File: config.mk
export PLATFORM = sky130hd
export DESIGN_NAME = mas_slice
export DESIGN_NICKNAME = d
export VERILOG_FILES = /design/src/hw/mas_lane.v /design/src/hw/mas_slice.v
export VERILOG_INCLUDE_DIRS = /design/src /design/src/include
export SDC_FILE = /design/constraint.sdc
export NUM_CORES = 2
export LEC_CHECK = 0
export BUFFER_PORTS_ARGS = -buffer_cell sky130_fd_sc_hd__buf_2
export CAP_MARGIN = 25
export CORE_AREA = 2 2 221 223
export CTS_BUF_LIST = sky130_fd_sc_hd__clkbuf_8 sky130_fd_sc_hd__clkbuf_16
export CTS_CLUSTER_SIZE = 16
export DETAILED_ROUTE_END_ITERATION = 8
export DIE_AREA = 0 0 223 225
export PLACE_DENSITY = 0.73
export SKIP_CTS_REPAIR_TIMING = 1
export SKIP_LAST_GASP = 1
export SLEW_MARGIN = 20
export SYNTH_ARGS = -nofsm -noshare
export SYNTH_HDL_FRONTEND = slang
export SYNTH_SLANG_ARGS = --single-unit
File: constraint.sdc
create_clock -name clk -period 8.2 [get_ports clk]
set_input_delay 1.64 -clock clk [delete_from_list [all_inputs] [get_ports clk]]
set_output_delay 1.64 -clock clk [all_outputs]
set_load 0.1 [all_outputs]
File: src/include/mas_defs.vh
/*
 Constants for the multiply-accumulate slice: mode codes, lane widths,
 accumulator widths and shift width.
 Assumes it is included by bare name from the design files.
*/
`ifndef MAS_DEFS_VH
`define MAS_DEFS_VH
`define MAS_MODE_SINGLE 2'h0
`define MAS_MODE_DUAL 2'h1
`define MAS_MODE_QUAD 2'h2
`define MAS_MODE_FLOAT 2'h3
`define MAS_OP_ADD 2'h0
`define MAS_OP_SUB 2'h1
`define MAS_OP_ACC 2'h2
`define MAS_OP_BYPASS 2'h3
`define MAS_A_W 19
`define MAS_B_W 18
`define MAS_SUM_W 48
`define MAS_SH_W 4
`define MAS_BF_W 16
`endif

File: src/hw/mas_lane.v
/*
 One integer lane: multiplier, optional add/sub/accumulate, right shift.
 Assumes operands are zero-padded above their lane width by the caller.
*/
`include "mas_defs.vh"
module mas_lane #(
   parameter AW = 19,
   parameter BW = 18,
   parameter SW = 48
)(
   input wire clk,
   input wire rstn,
   input wire ce,
   input wire is_signed,
   input wire [1:0] op,
   input wire [AW-1:0] a,
   input wire [BW-1:0] b,
   input wire [SW-1:0] c,
   input wire [3:0] shift,
   output reg [SW-1:0] result_reg
);
   localparam PW = (AW + BW + 2 > SW) ? AW + BW + 2 : SW;
   wire signed [AW:0] a_ext;
   wire signed [BW:0] b_ext;
   wire signed [PW-1:0] a_wide;
   wire signed [PW-1:0] b_wide;
   wire signed [PW-1:0] prod_full;
   wire [SW-1:0] prod;
   reg [SW-1:0] sum_next;

   // Sign extension picks the operand interpretation.
   assign a_ext = {is_signed & a[AW-1], a};
   assign b_ext = {is_signed & b[BW-1], b};
   // Operands are widened first, so a short lane still fills its path.
   assign a_wide = {{(PW-AW-1){a_ext[AW]}}, a_ext};
   assign b_wide = {{(PW-BW-1){b_ext[BW]}}, b_ext};
   assign prod_full = a_wide * b_wide;
   assign prod = prod_full[SW-1:0];

   always @*
   begin
      case (op)
         `MAS_OP_ADD: sum_next = c + prod;
         `MAS_OP_SUB: sum_next = c - prod;
         `MAS_OP_ACC: sum_next = result_reg + prod;
         default: sum_next = prod;
      endcase
   end

   always @(posedge clk or negedge rstn)
   begin
      if (!rstn)
         result_reg <= {SW{1'b0}};
      else if (ce)
      begin
         if (is_signed)
            result_reg <= $signed(sum_next) >>> shift;
         else
            result_reg <= sum_next >> shift;
      end
   end
endmodule

File: src/hw/mas_slice.v
/*
 Multiply-accumulate slice: single, dual, quad integer modes and a
 BFLOAT16 fused multiply-add mode.
 Assumes mode and signedness are static settings from configuration.
*/
`include "mas_defs.vh"
// Operation
// - Single mode: one 19x18 product, add or subtract on 48 bits.
// - Dual mode: 11x10 and 8x8 products, each with 24-bit add/sub.
// - Quad mode: one 7x6 and three 4x4 products, four 12-bit paths.
// - Float mode: one fused BFLOAT16 multiply with add/sub/accumulate.
// - Four-bit right shift per lane in every integer mode.
// - Accumulate keeps a running sum over successive operations.
// - Integer multipliers treat operands as signed or unsigned.
// - Product goes out directly or into the add/sub stage.
module mas_slice #(
   parameter [1:0] MODE = `MAS_MODE_SINGLE,
   parameter IS_SIGNED = 1
)(
   input wire clk,
   input wire rstn,
   input wire ce,
   input wire [1:0] op,
   input wire [18:0] a,
   input wire [17:0] b,
   input wire [47:0] c,
   input wire [3:0] shift,
   output reg [47:0] result
);
   ////////////////////////////////////////////////////////////////////////
   // A single signedness wire feeds every lane, so packed lanes share it.
   wire sgn = (IS_SIGNED != 0);
   wire [47:0] r0;
   wire [23:0] d0;
   wire [23:0] d1;
   wire [11:0] q [0:3];
   reg [47:0] fp_reg;
   wire [47:0] lane_out;

   // Operand A feeds the multiplicand port, B the multiplier.
   // Each branch wires only its own operand fields and ignores the rest.
   // Products wider than a lane path are cut to it, so size operands.
   generate
      if (MODE == `MAS_MODE_SINGLE)
      begin : g_single
         mas_lane #(.AW(19), .BW(18), .SW(48)) u0 (
            .clk(clk), .rstn(rstn), .ce(ce), .is_signed(sgn), .op(op),
            .a(a), .b(b), .c(c), .shift(shift), .result_reg(r0)
         );
         assign lane_out = r0;
      end
      else if (MODE == `MAS_MODE_DUAL)
      begin : g_dual
         mas_lane #(.AW(11), .BW(10), .SW(24)) u0 (
            .clk(clk), .rstn(rstn), .ce(ce), .is_signed(sgn), .op(op),
            .a(a[10:0]), .b(b[9:0]), .c(c[23:0]), .shift(shift),
            .result_reg(d0)
         );
         // Lane 1 takes the upper bits, so the two lanes never overlap.
         mas_lane #(.AW(8), .BW(8), .SW(24)) u1 (
            .clk(clk), .rstn(rstn), .ce(ce), .is_signed(sgn), .op(op),
            .a(a[18:11]), .b(b[17:10]), .c(c[47:24]), .shift(shift),
            .result_reg(d1)
         );
         assign lane_out = {d1, d0};
      end
      else if (MODE == `MAS_MODE_QUAD)
      begin : g_quad
         genvar i;
         mas_lane #(.AW(7), .BW(6), .SW(12)) u0 (
            .clk(clk), .rstn(rstn), .ce(ce), .is_signed(sgn), .op(op),
            .a(a[6:0]), .b(b[5:0]), .c(c[11:0]), .shift(shift),
            .result_reg(q[0])
         );
         for (i = 1; i < 4; i = i + 1)
         begin : g_small
            // Small lanes pack above lane 0 with no gap or overlap.
            localparam AL = 4 * i + 3;
            localparam BL = 4 * i + 2;
            mas_lane #(.AW(4), .BW(4), .SW(12)) u (
               .clk(clk), .rstn(rstn), .ce(ce), .is_signed(sgn), .op(op),
               .a(a[AL+3:AL]), .b(b[BL+3:BL]),
               .c(c[11+12*i:12*i]), .shift(shift), .result_reg(q[i])
            );
         end
         assign lane_out = {q[3], q[2], q[1], q[0]};
      end
      else
      begin : g_float
         assign lane_out = fp_reg;
      end
   endgenerate

   ////////////////////////////////////////////////////////////////////////
   // Float path: bfloat16 in a[15:0], b[15:0], addend c[15:0].
   // Denormal multiplier inputs flush to zero; truncation rounding keeps the adder small.
   // Infinity and NaN both saturate to infinity, since the slice has no
   // status output that could report an invalid operation.
   function bf_top_exp;
      input [15:0] x;
      begin
         bf_top_exp = (x[14:7] == 8'hFF);
      end
   endfunction

   function bf_zero_exp;
      input [15:0] x;
      begin
         bf_zero_exp = (x[14:7] == 8'h00);
      end
   endfunction

   function [15:0] bf_mul;
      input [15:0] x;
      input [15:0] y;
      reg [15:0] m;
      reg [9:0] e;
      reg sg;
      begin
         sg = x[15] ^ y[15];
         m = {8'h00, 1'b1, x[6:0]} * {8'h00, 1'b1, y[6:0]};
         e = {2'h0, x[14:7]} + {2'h0, y[14:7]} - 10'h07F;
         if (m[15])
         begin
            m = m >> 1;
            e = e + 10'h001;
         end
         if (bf_top_exp(x) || bf_top_exp(y))
            bf_mul = {sg, 8'hFF, 7'h00};
         else if (bf_zero_exp(x) || bf_zero_exp(y) || e[9])
            bf_mul = {sg, 15'h0000};
         else if (e[8:0] == 9'h000)
            bf_mul = {sg, 15'h0000};
         else if (e[8] || e[7:0] == 8'hFF)
            bf_mul = {sg, 8'hFF, 7'h00};
         else
            bf_mul = {sg, e[7:0], m[13:7]};
      end
   endfunction

   function [15:0] bf_add;
      input [15:0] x;
      input [15:0] y;
      reg [15:0] big;
      reg [15:0] sml;
      reg [9:0] mb;
      reg [9:0] ms;
      reg [9:0] s;
      reg [7:0] e;
      reg [7:0] d;
      integer k;
      begin
         if (x[14:0] >= y[14:0])
         begin
            big = x;
            sml = y;
         end
         else
         begin
            big = y;
            sml = x;
         end
         e = big[14:7];
         d = big[14:7] - sml[14:7];
         mb = {2'h0, !bf_zero_exp(big), big[6:0]};
         ms = {2'h0, !bf_zero_exp(sml), sml[6:0]};
         ms = (d > 8'h09) ? 10'h000 : (ms >> d);
         s = (big[15] == sml[15]) ? mb + ms : mb - ms;
         if (s[8])
         begin
            s = s >> 1;
            e = e + 8'h01;
         end
         for (k = 0; k < 8; k = k + 1)
            if (!s[7] && s != 10'h000 && e > 8'h01)
            begin
               s = s << 1;
               e = e - 8'h01;
            end
         if (bf_top_exp(big) || e == 8'hFF)
            bf_add = {big[15], 8'hFF, 7'h00};
         else if (s == 10'h000 || bf_zero_exp(big))
            bf_add = bf_zero_exp(big) ? sml : 16'h0000;
         else
            bf_add = {big[15], e, s[6:0]};
      end
   endfunction

   wire [15:0] fp_prod = bf_mul(a[15:0], b[15:0]);
   reg [15:0] fp_next;

   always @*
   begin
      case (op)
         `MAS_OP_ADD: fp_next = bf_add(c[15:0], fp_prod);
         `MAS_OP_SUB: fp_next = bf_add(c[15:0], fp_prod ^ 16'h8000);
         `MAS_OP_ACC: fp_next = bf_add(fp_reg[15:0], fp_prod);
         default: fp_next = fp_prod;
      endcase
   end

   always @(posedge clk or negedge rstn)
   begin
      if (!rstn)
         fp_reg <= 48'h000000000000;
      else if (ce && MODE == `MAS_MODE_FLOAT)
         fp_reg <= {32'h00000000, fp_next};
   end

   ////////////////////////////////////////////////////////////////////////
   // Output register keeps the top-level output straight from a flop.
   always @(posedge clk or negedge rstn)
   begin
      if (!rstn)
         result <= 48'h000000000000;
      else if (ce)
         result <= lane_out;
   end
endmodule

# After elaboration in Yosys (flattened, before gate mapping)
# Index checks and enable logic that the tools add are counted.
# word_totals
reg_bits	96
in_bits	94
out_inout_bits	48
wordCells	11
# classes
n_addsub	3
mul	1
eq_ne	2
n_shift	1
mux	1
n_reduce_logical	1
# ops
op	count
48-bit one-hot mux with 3 select lines	1
48-bit adder	2
48-bit by 4-bit >>> shifter with 48-bit output	1
48-bit subtractor	1
19-bit by 18-bit multiplier with 37-bit output	1
2-bit by 1-bit == test with 1-bit output, second input constant	1
2-bit == test, second input constant	1
2-bit zero test	1

# Longest topological paths before layout
# logic_depth
depth_word	4
mapped_depth	43
mapped_depth_nobuf	41

# Hierarchy
# Synthesis repeated with hierarchy kept, for this count alone.
# unflattened
cells_unflattened	3293
hier_area_um2	27435.1
# modules_own_cells
module	n_inst	cells_per_inst	area_each_um2	seq_area_each_um2
mas_lane	1	3191	25570.8	1201.2
mas_slice	1	102	1864.3	1201.2

# Least setup slack after synthesis
# OpenSTA, ideal clock, no wires.
# synth_timing
path_type	input -> register
startpoint	input b[10]
endpoint	register g_single.u0.result_reg[28]
setup_time_ns	0.126
t_arrival_ns	10.862
required_ns	8.074
setup_slack_ns	-2.788
stages	41
n_path_buf	3
path_cell_list	clkbuf_1 > clkbuf_1 > nand2_1 > fa_1 > inv_1 > fa_1 > inv_1 > fa_1 > inv_1 > fa_1 > fa_1 > inv_1 > fa_1 > inv_1 > ha_1 > buf_2 > and3_1 > o211ai_2 > [... 5 more ...] > inv_1 > ha_1 > a21o_1 > a21oi_1 > o21ai_0 > a221o_1 > a211o_1 > a31o_4 > a211oi_2 > o31ai_1 > a31oi_2 > xnor2_1 > a211oi_1 > o32ai_1 > inv_1 > mux4_2 > nor2b_4 > a221o_1
# synth_via
elab_chain_len	4
word_cells_on_any_way	6
classes_between	add/sub: 3; mul: 1; shift: 1; mux: 1
# synth_rtl
element	line	source
start: declaration	mas_slice.v:25	input wire [17:0] b,
19-bit by 18-bit multiplier with 37-bit output *	mas_lane.v:37	assign prod_full = a_wide * b_wide;
48-bit adder, or another cell as far along	mas_lane.v:45	`MAS_OP_ACC: sum_next = result_reg + prod;
48-bit one-hot mux with 3 select lines *	mas_lane.v:42	case (op)
48-bit by 4-bit >>> shifter with 48-bit output *	mas_lane.v:57	result_reg <= $signed(sum_next) >>> shift;
end signal: assignment	mas_lane.v:53	result_reg <= {SW{1'b0}};
end signal: assignment	mas_lane.v:57	
end signal: assignment	mas_lane.v:59	result_reg <= sum_next >> shift;
end: declaration	mas_lane.v:20	output reg [SW-1:0] result_reg
# Mark *: on every way between the ends. The rest lies on a longest branch, timed or not.
# A chain may end at the register's enable or synchronous reset.

# Final worst setup path
# layout_timing
startpoint	input a[6]
endpoint	register g_single.u0.result_reg[36]
# layout_via
elab_chain_len	4
word_cells_on_any_way	6
classes_between	add/sub: 3; mul: 1; shift: 1; mux: 1
# layout_rtl
element	line	source
start: declaration	mas_slice.v:24	input wire [18:0] a,
19-bit by 18-bit multiplier with 37-bit output *	mas_lane.v:37	
48-bit adder, or another cell as far along	mas_lane.v:45	
48-bit one-hot mux with 3 select lines *	mas_lane.v:42	
48-bit by 4-bit >>> shifter with 48-bit output *	mas_lane.v:57	
# Marked as above.

==> implementation parameters <==
Parameter                              Value

Yosys
  Distinct cell type count of the synthesized netlist ... 115
  Commonest register cell after synthesis ... sky130_fd_sc_hd__dfrtp_1
  Syn Std Cell Area ... 26100 um2
  EDFF count, synth ... 0
  Average instance area after synthesis ... 8.33 um2
  Async set or reset register ratio after synthesis ... 100%
  Syn Nets ... 3741
  Sequential fraction of the synthesis area ... 9.20%
  Gate count after technology mapping ... 3137
  Post-synthesis register bit count ... 96
  Total number of yosys warnings ... 0

Worst setup path
  Critical-path cell with the highest stage delay ... sky130_fd_sc_hd__fa_1
  Crit path arrival time ... 11080 ps
  Sort of element at the end of the critical path ... flop
  CP startpoint kind ... input pin
  Critical path fanouts, max ... 11
  Type of the setup path with the least slack ... in2reg
  Endpoint required time on the critical path ... 8400 ps
  Highest cell delay on the worst timing path ... 560 ps

GRT
  Global-route usage over all layers ... 33.4%
  Vias in the first global route ... 26200
  Maximum number of pins on one net before global-route repair ... 74
  Initial antenna violation count ... 5
  First-pass GRT wire length ... 136000 um
  Overall overflow remaining after global route ... 0

Clock network
  Clock slew seen by the registers of the worst setup and hold paths ... 60 ps
  CTS Buf Count ... 9
  TritonCTS clock tree ... yes
  H-Tree Depth ... 3
  Clock root cell ... sky130_fd_sc_hd__clkbuf_16
  Worst-skew pair later-pin latency ... 340 ps
  Num Clock Sinks ... 96
  CTS Buffer Depth ... 2

Drt
  Via count of the routed design ... 25900
  Number of nets with antenna violations after routing ... 0
  Wirelength per Cell ... 19.6 um
  Total iterations of the first detailed-routing run ... 7
  Remaining routing DRC violations ... 0
  Wire length reported by the detailed router ... 86100 um
  Starting DRT DRC Count ... 2241
  Via-to-Cell Ratio ... 5.88

STA
  Crit path setup slack, layout ... -2680 ps
  Count of final max-slew check failures ... 0
  Headroom to the max-slew limit ... 23.7%
  Unrepaired setup endpoints after global routing ... yes
  Worst setup skew after layout ... 7.49 ps
  Setup_tns ... -103520 ps
  Actual transition at the worst max-transition pin ... 1140 ps
  Minimum clock period after layout ... 10880 ps
  Final Hold Fails ... 0
  Maximum clock frequency ... 91.9 MHz
  Part of the cycle the worst path needs ... 133%
  Final setup violation count ... 48

Run status
  Status ... finished, violations left
  Failing checks ... negative setup slack

Floorplanning
  Placeable core region ... 47500 um2
  I/O pin cnt ... 142
  Placement Rows ... 80
  Starting density of the core ... 54.9%
  Area enclosed by the die boundary ... 50200 um2
  Die Width ... 223 um
  Die Y-Extent ... 225 um

Finish
  Leading cell type in the layout, fill and taps excluded ... sky130_fd_sc_hd__buf_4
  Area taken by flip-flops and latches ... 2400 um2
  Post-route cell area ... 34200 um2
  Area delta synth->final ... 31.1%
  Commonest cells after routing, fill and taps aside ... sky130_fd_sc_hd__buf_4, sky130_fd_sc_hd__inv_1, sky130_fd_sc_hd__fa_1, sky130_fd_sc_hd__nand2_1, sky130_fd_sc_hd__nor2_1
  Fill count ... 3606
  Footprint of the multi-input gates ... 23200 um2
  Net count, final ... 4383
  Share of layout cells above drive strength 1 ... 33.3%

Hold path
  Worst min-delay path class ... reg2reg

Job
  Max-cap violations ... 0

Placed design
  Routability Congestion ... 0.971
  HPWL after detailed placement ... 69900 um
  Area post-placement ... 32100 um2
  Count of input and output buffers ... 141
[metrics by stage]
step	utilization (%)	std cells	setup WS, ps	hold WS, ps
2_1_floorplan	-	3137	-2250	459
3_3_place_gp	67.5	4339	-3060	488
3_5_place_dp	67.5	4339	-3140	491
4_1_cts	68.1	4353	-2870	508
5_1_grt	72.0	4399	-2940	520
6_report	72.0	4399	-2680	503
[cell type report]
| class | instances | area share [%] |
|---|---|---|
| repair buffers | 779 | 16.9 |
| clock inverters | 4 | 0.139 |
| diodes | 2 | 0.0146 |
| clock buffers | 10 | 0.698 |
| well taps | 615 | 2.25 |
| multi-input cells | 2429 | 67.9 |
| flip-flops and latches | 96 | 7.02 |
| inverters | 464 | 5.09 |
[worst max-delay path, delay by kind of cell]
family,cells,cell delay [ps]
AOI/OAI and AO/OA,12,2920
xor gates and xnor gates,1,250
adders and majority gates,8,3050
buffers and inverters,12,1110
muxes,2,670
and+or+nand+nor,8,1410
[final timing paths]
path                                                       start                                endpoint  slack [ps]  cells past startpoint
max                                                         a[6]  g_single.u0.result_reg[36]$_DFFE_PN0P_       -2680                     43
min                                       result[12]$_DFFE_PN0P_                  result[12]$_DFFE_PN0P_         500                      1
max reg2reg                g_single.u0.result_reg[0]$_DFFE_PN0P_  g_single.u0.result_reg[36]$_DFFE_PN0P_        2650                     22
min reg2reg                               result[12]$_DFFE_PN0P_                  result[12]$_DFFE_PN0P_         500                      1
max in group asynchronous                                   rstn  g_single.u0.result_reg[40]$_DFFE_PN0P_        5810                      2
min in group asynchronous                                   rstn                   result[8]$_DFFE_PN0P_        1190                      1
[Yosys cell counts, types with 13 or more instances]
library cell | number | share of area [%]
sky130_fd_sc_hd__clkbuf_1 | 113 | 1.6
sky130_fd_sc_hd__inv_1 | 459 | 6.6
sky130_fd_sc_hd__a21o_1 | 63 | 1.8
sky130_fd_sc_hd__buf_2 | 13 | 0.25
sky130_fd_sc_hd__o21ai_0 | 130 | 2.5
sky130_fd_sc_hd__a211oi_1 | 29 | 0.83
sky130_fd_sc_hd__o211ai_1 | 34 | 0.98
sky130_fd_sc_hd__xnor2_1 | 71 | 2.4
sky130_fd_sc_hd__fa_1 | 347 | 27
sky130_fd_sc_hd__a21oi_1 | 142 | 2.7
sky130_fd_sc_hd__dfrtp_1 | 96 | 9.2
sky130_fd_sc_hd__o21bai_1 | 13 | 0.37
sky130_fd_sc_hd__nor3_1 | 49 | 0.94
sky130_fd_sc_hd__o31ai_1 | 13 | 0.37
sky130_fd_sc_hd__nand2_1 | 339 | 4.9
sky130_fd_sc_hd__nand2b_1 | 15 | 0.36
sky130_fd_sc_hd__xor2_1 | 33 | 1.1
sky130_fd_sc_hd__a31oi_1 | 22 | 0.53
sky130_fd_sc_hd__or3_1 | 15 | 0.36
sky130_fd_sc_hd__and3_1 | 20 | 0.48
sky130_fd_sc_hd__and2_1 | 185 | 4.4
sky130_fd_sc_hd__buf_1 | 20 | 0.29
sky130_fd_sc_hd__nor2_1 | 189 | 2.7
sky130_fd_sc_hd__nand4_1 | 24 | 0.57
sky130_fd_sc_hd__mux2_2 | 113 | 4.9
sky130_fd_sc_hd__nand3_1 | 46 | 0.88
sky130_fd_sc_hd__ha_1 | 163 | 7.8
sky130_fd_sc_hd__mux2i_1 | 75 | 2.9
sky130_fd_sc_hd__o21a_1 | 30 | 0.86
sky130_fd_sc_hd__a21boi_0 | 14 | 0.40
[kinds of logic after synthesis]
group | share of synthesized area [%]
buffers and inverters | 8.91
AND/OR/NAND/NOR | 17.8
XOR/XNOR | 3.64
flip-flops | 9.20
AO/OA/AOI/OAI | 17.7
multiplexers | 8.12
adder cells (fa/ha/maj) | 34.6
[per-layer routing]
layer / global-route usage, % / vias up / share of wire (%)
met2: 56.2 / 1141 / 48
met1: 44.8 / 12700 / 41
li1: - / 11800 / -
met5: 0 / - / 0.027
met4: 13.2 / 4 / 4.6
met3: 3.04 / 275 / 6.9
Power is not shown: default switching activity piles up to over one toggle a cycle in this logic, so the estimate is an artifact.
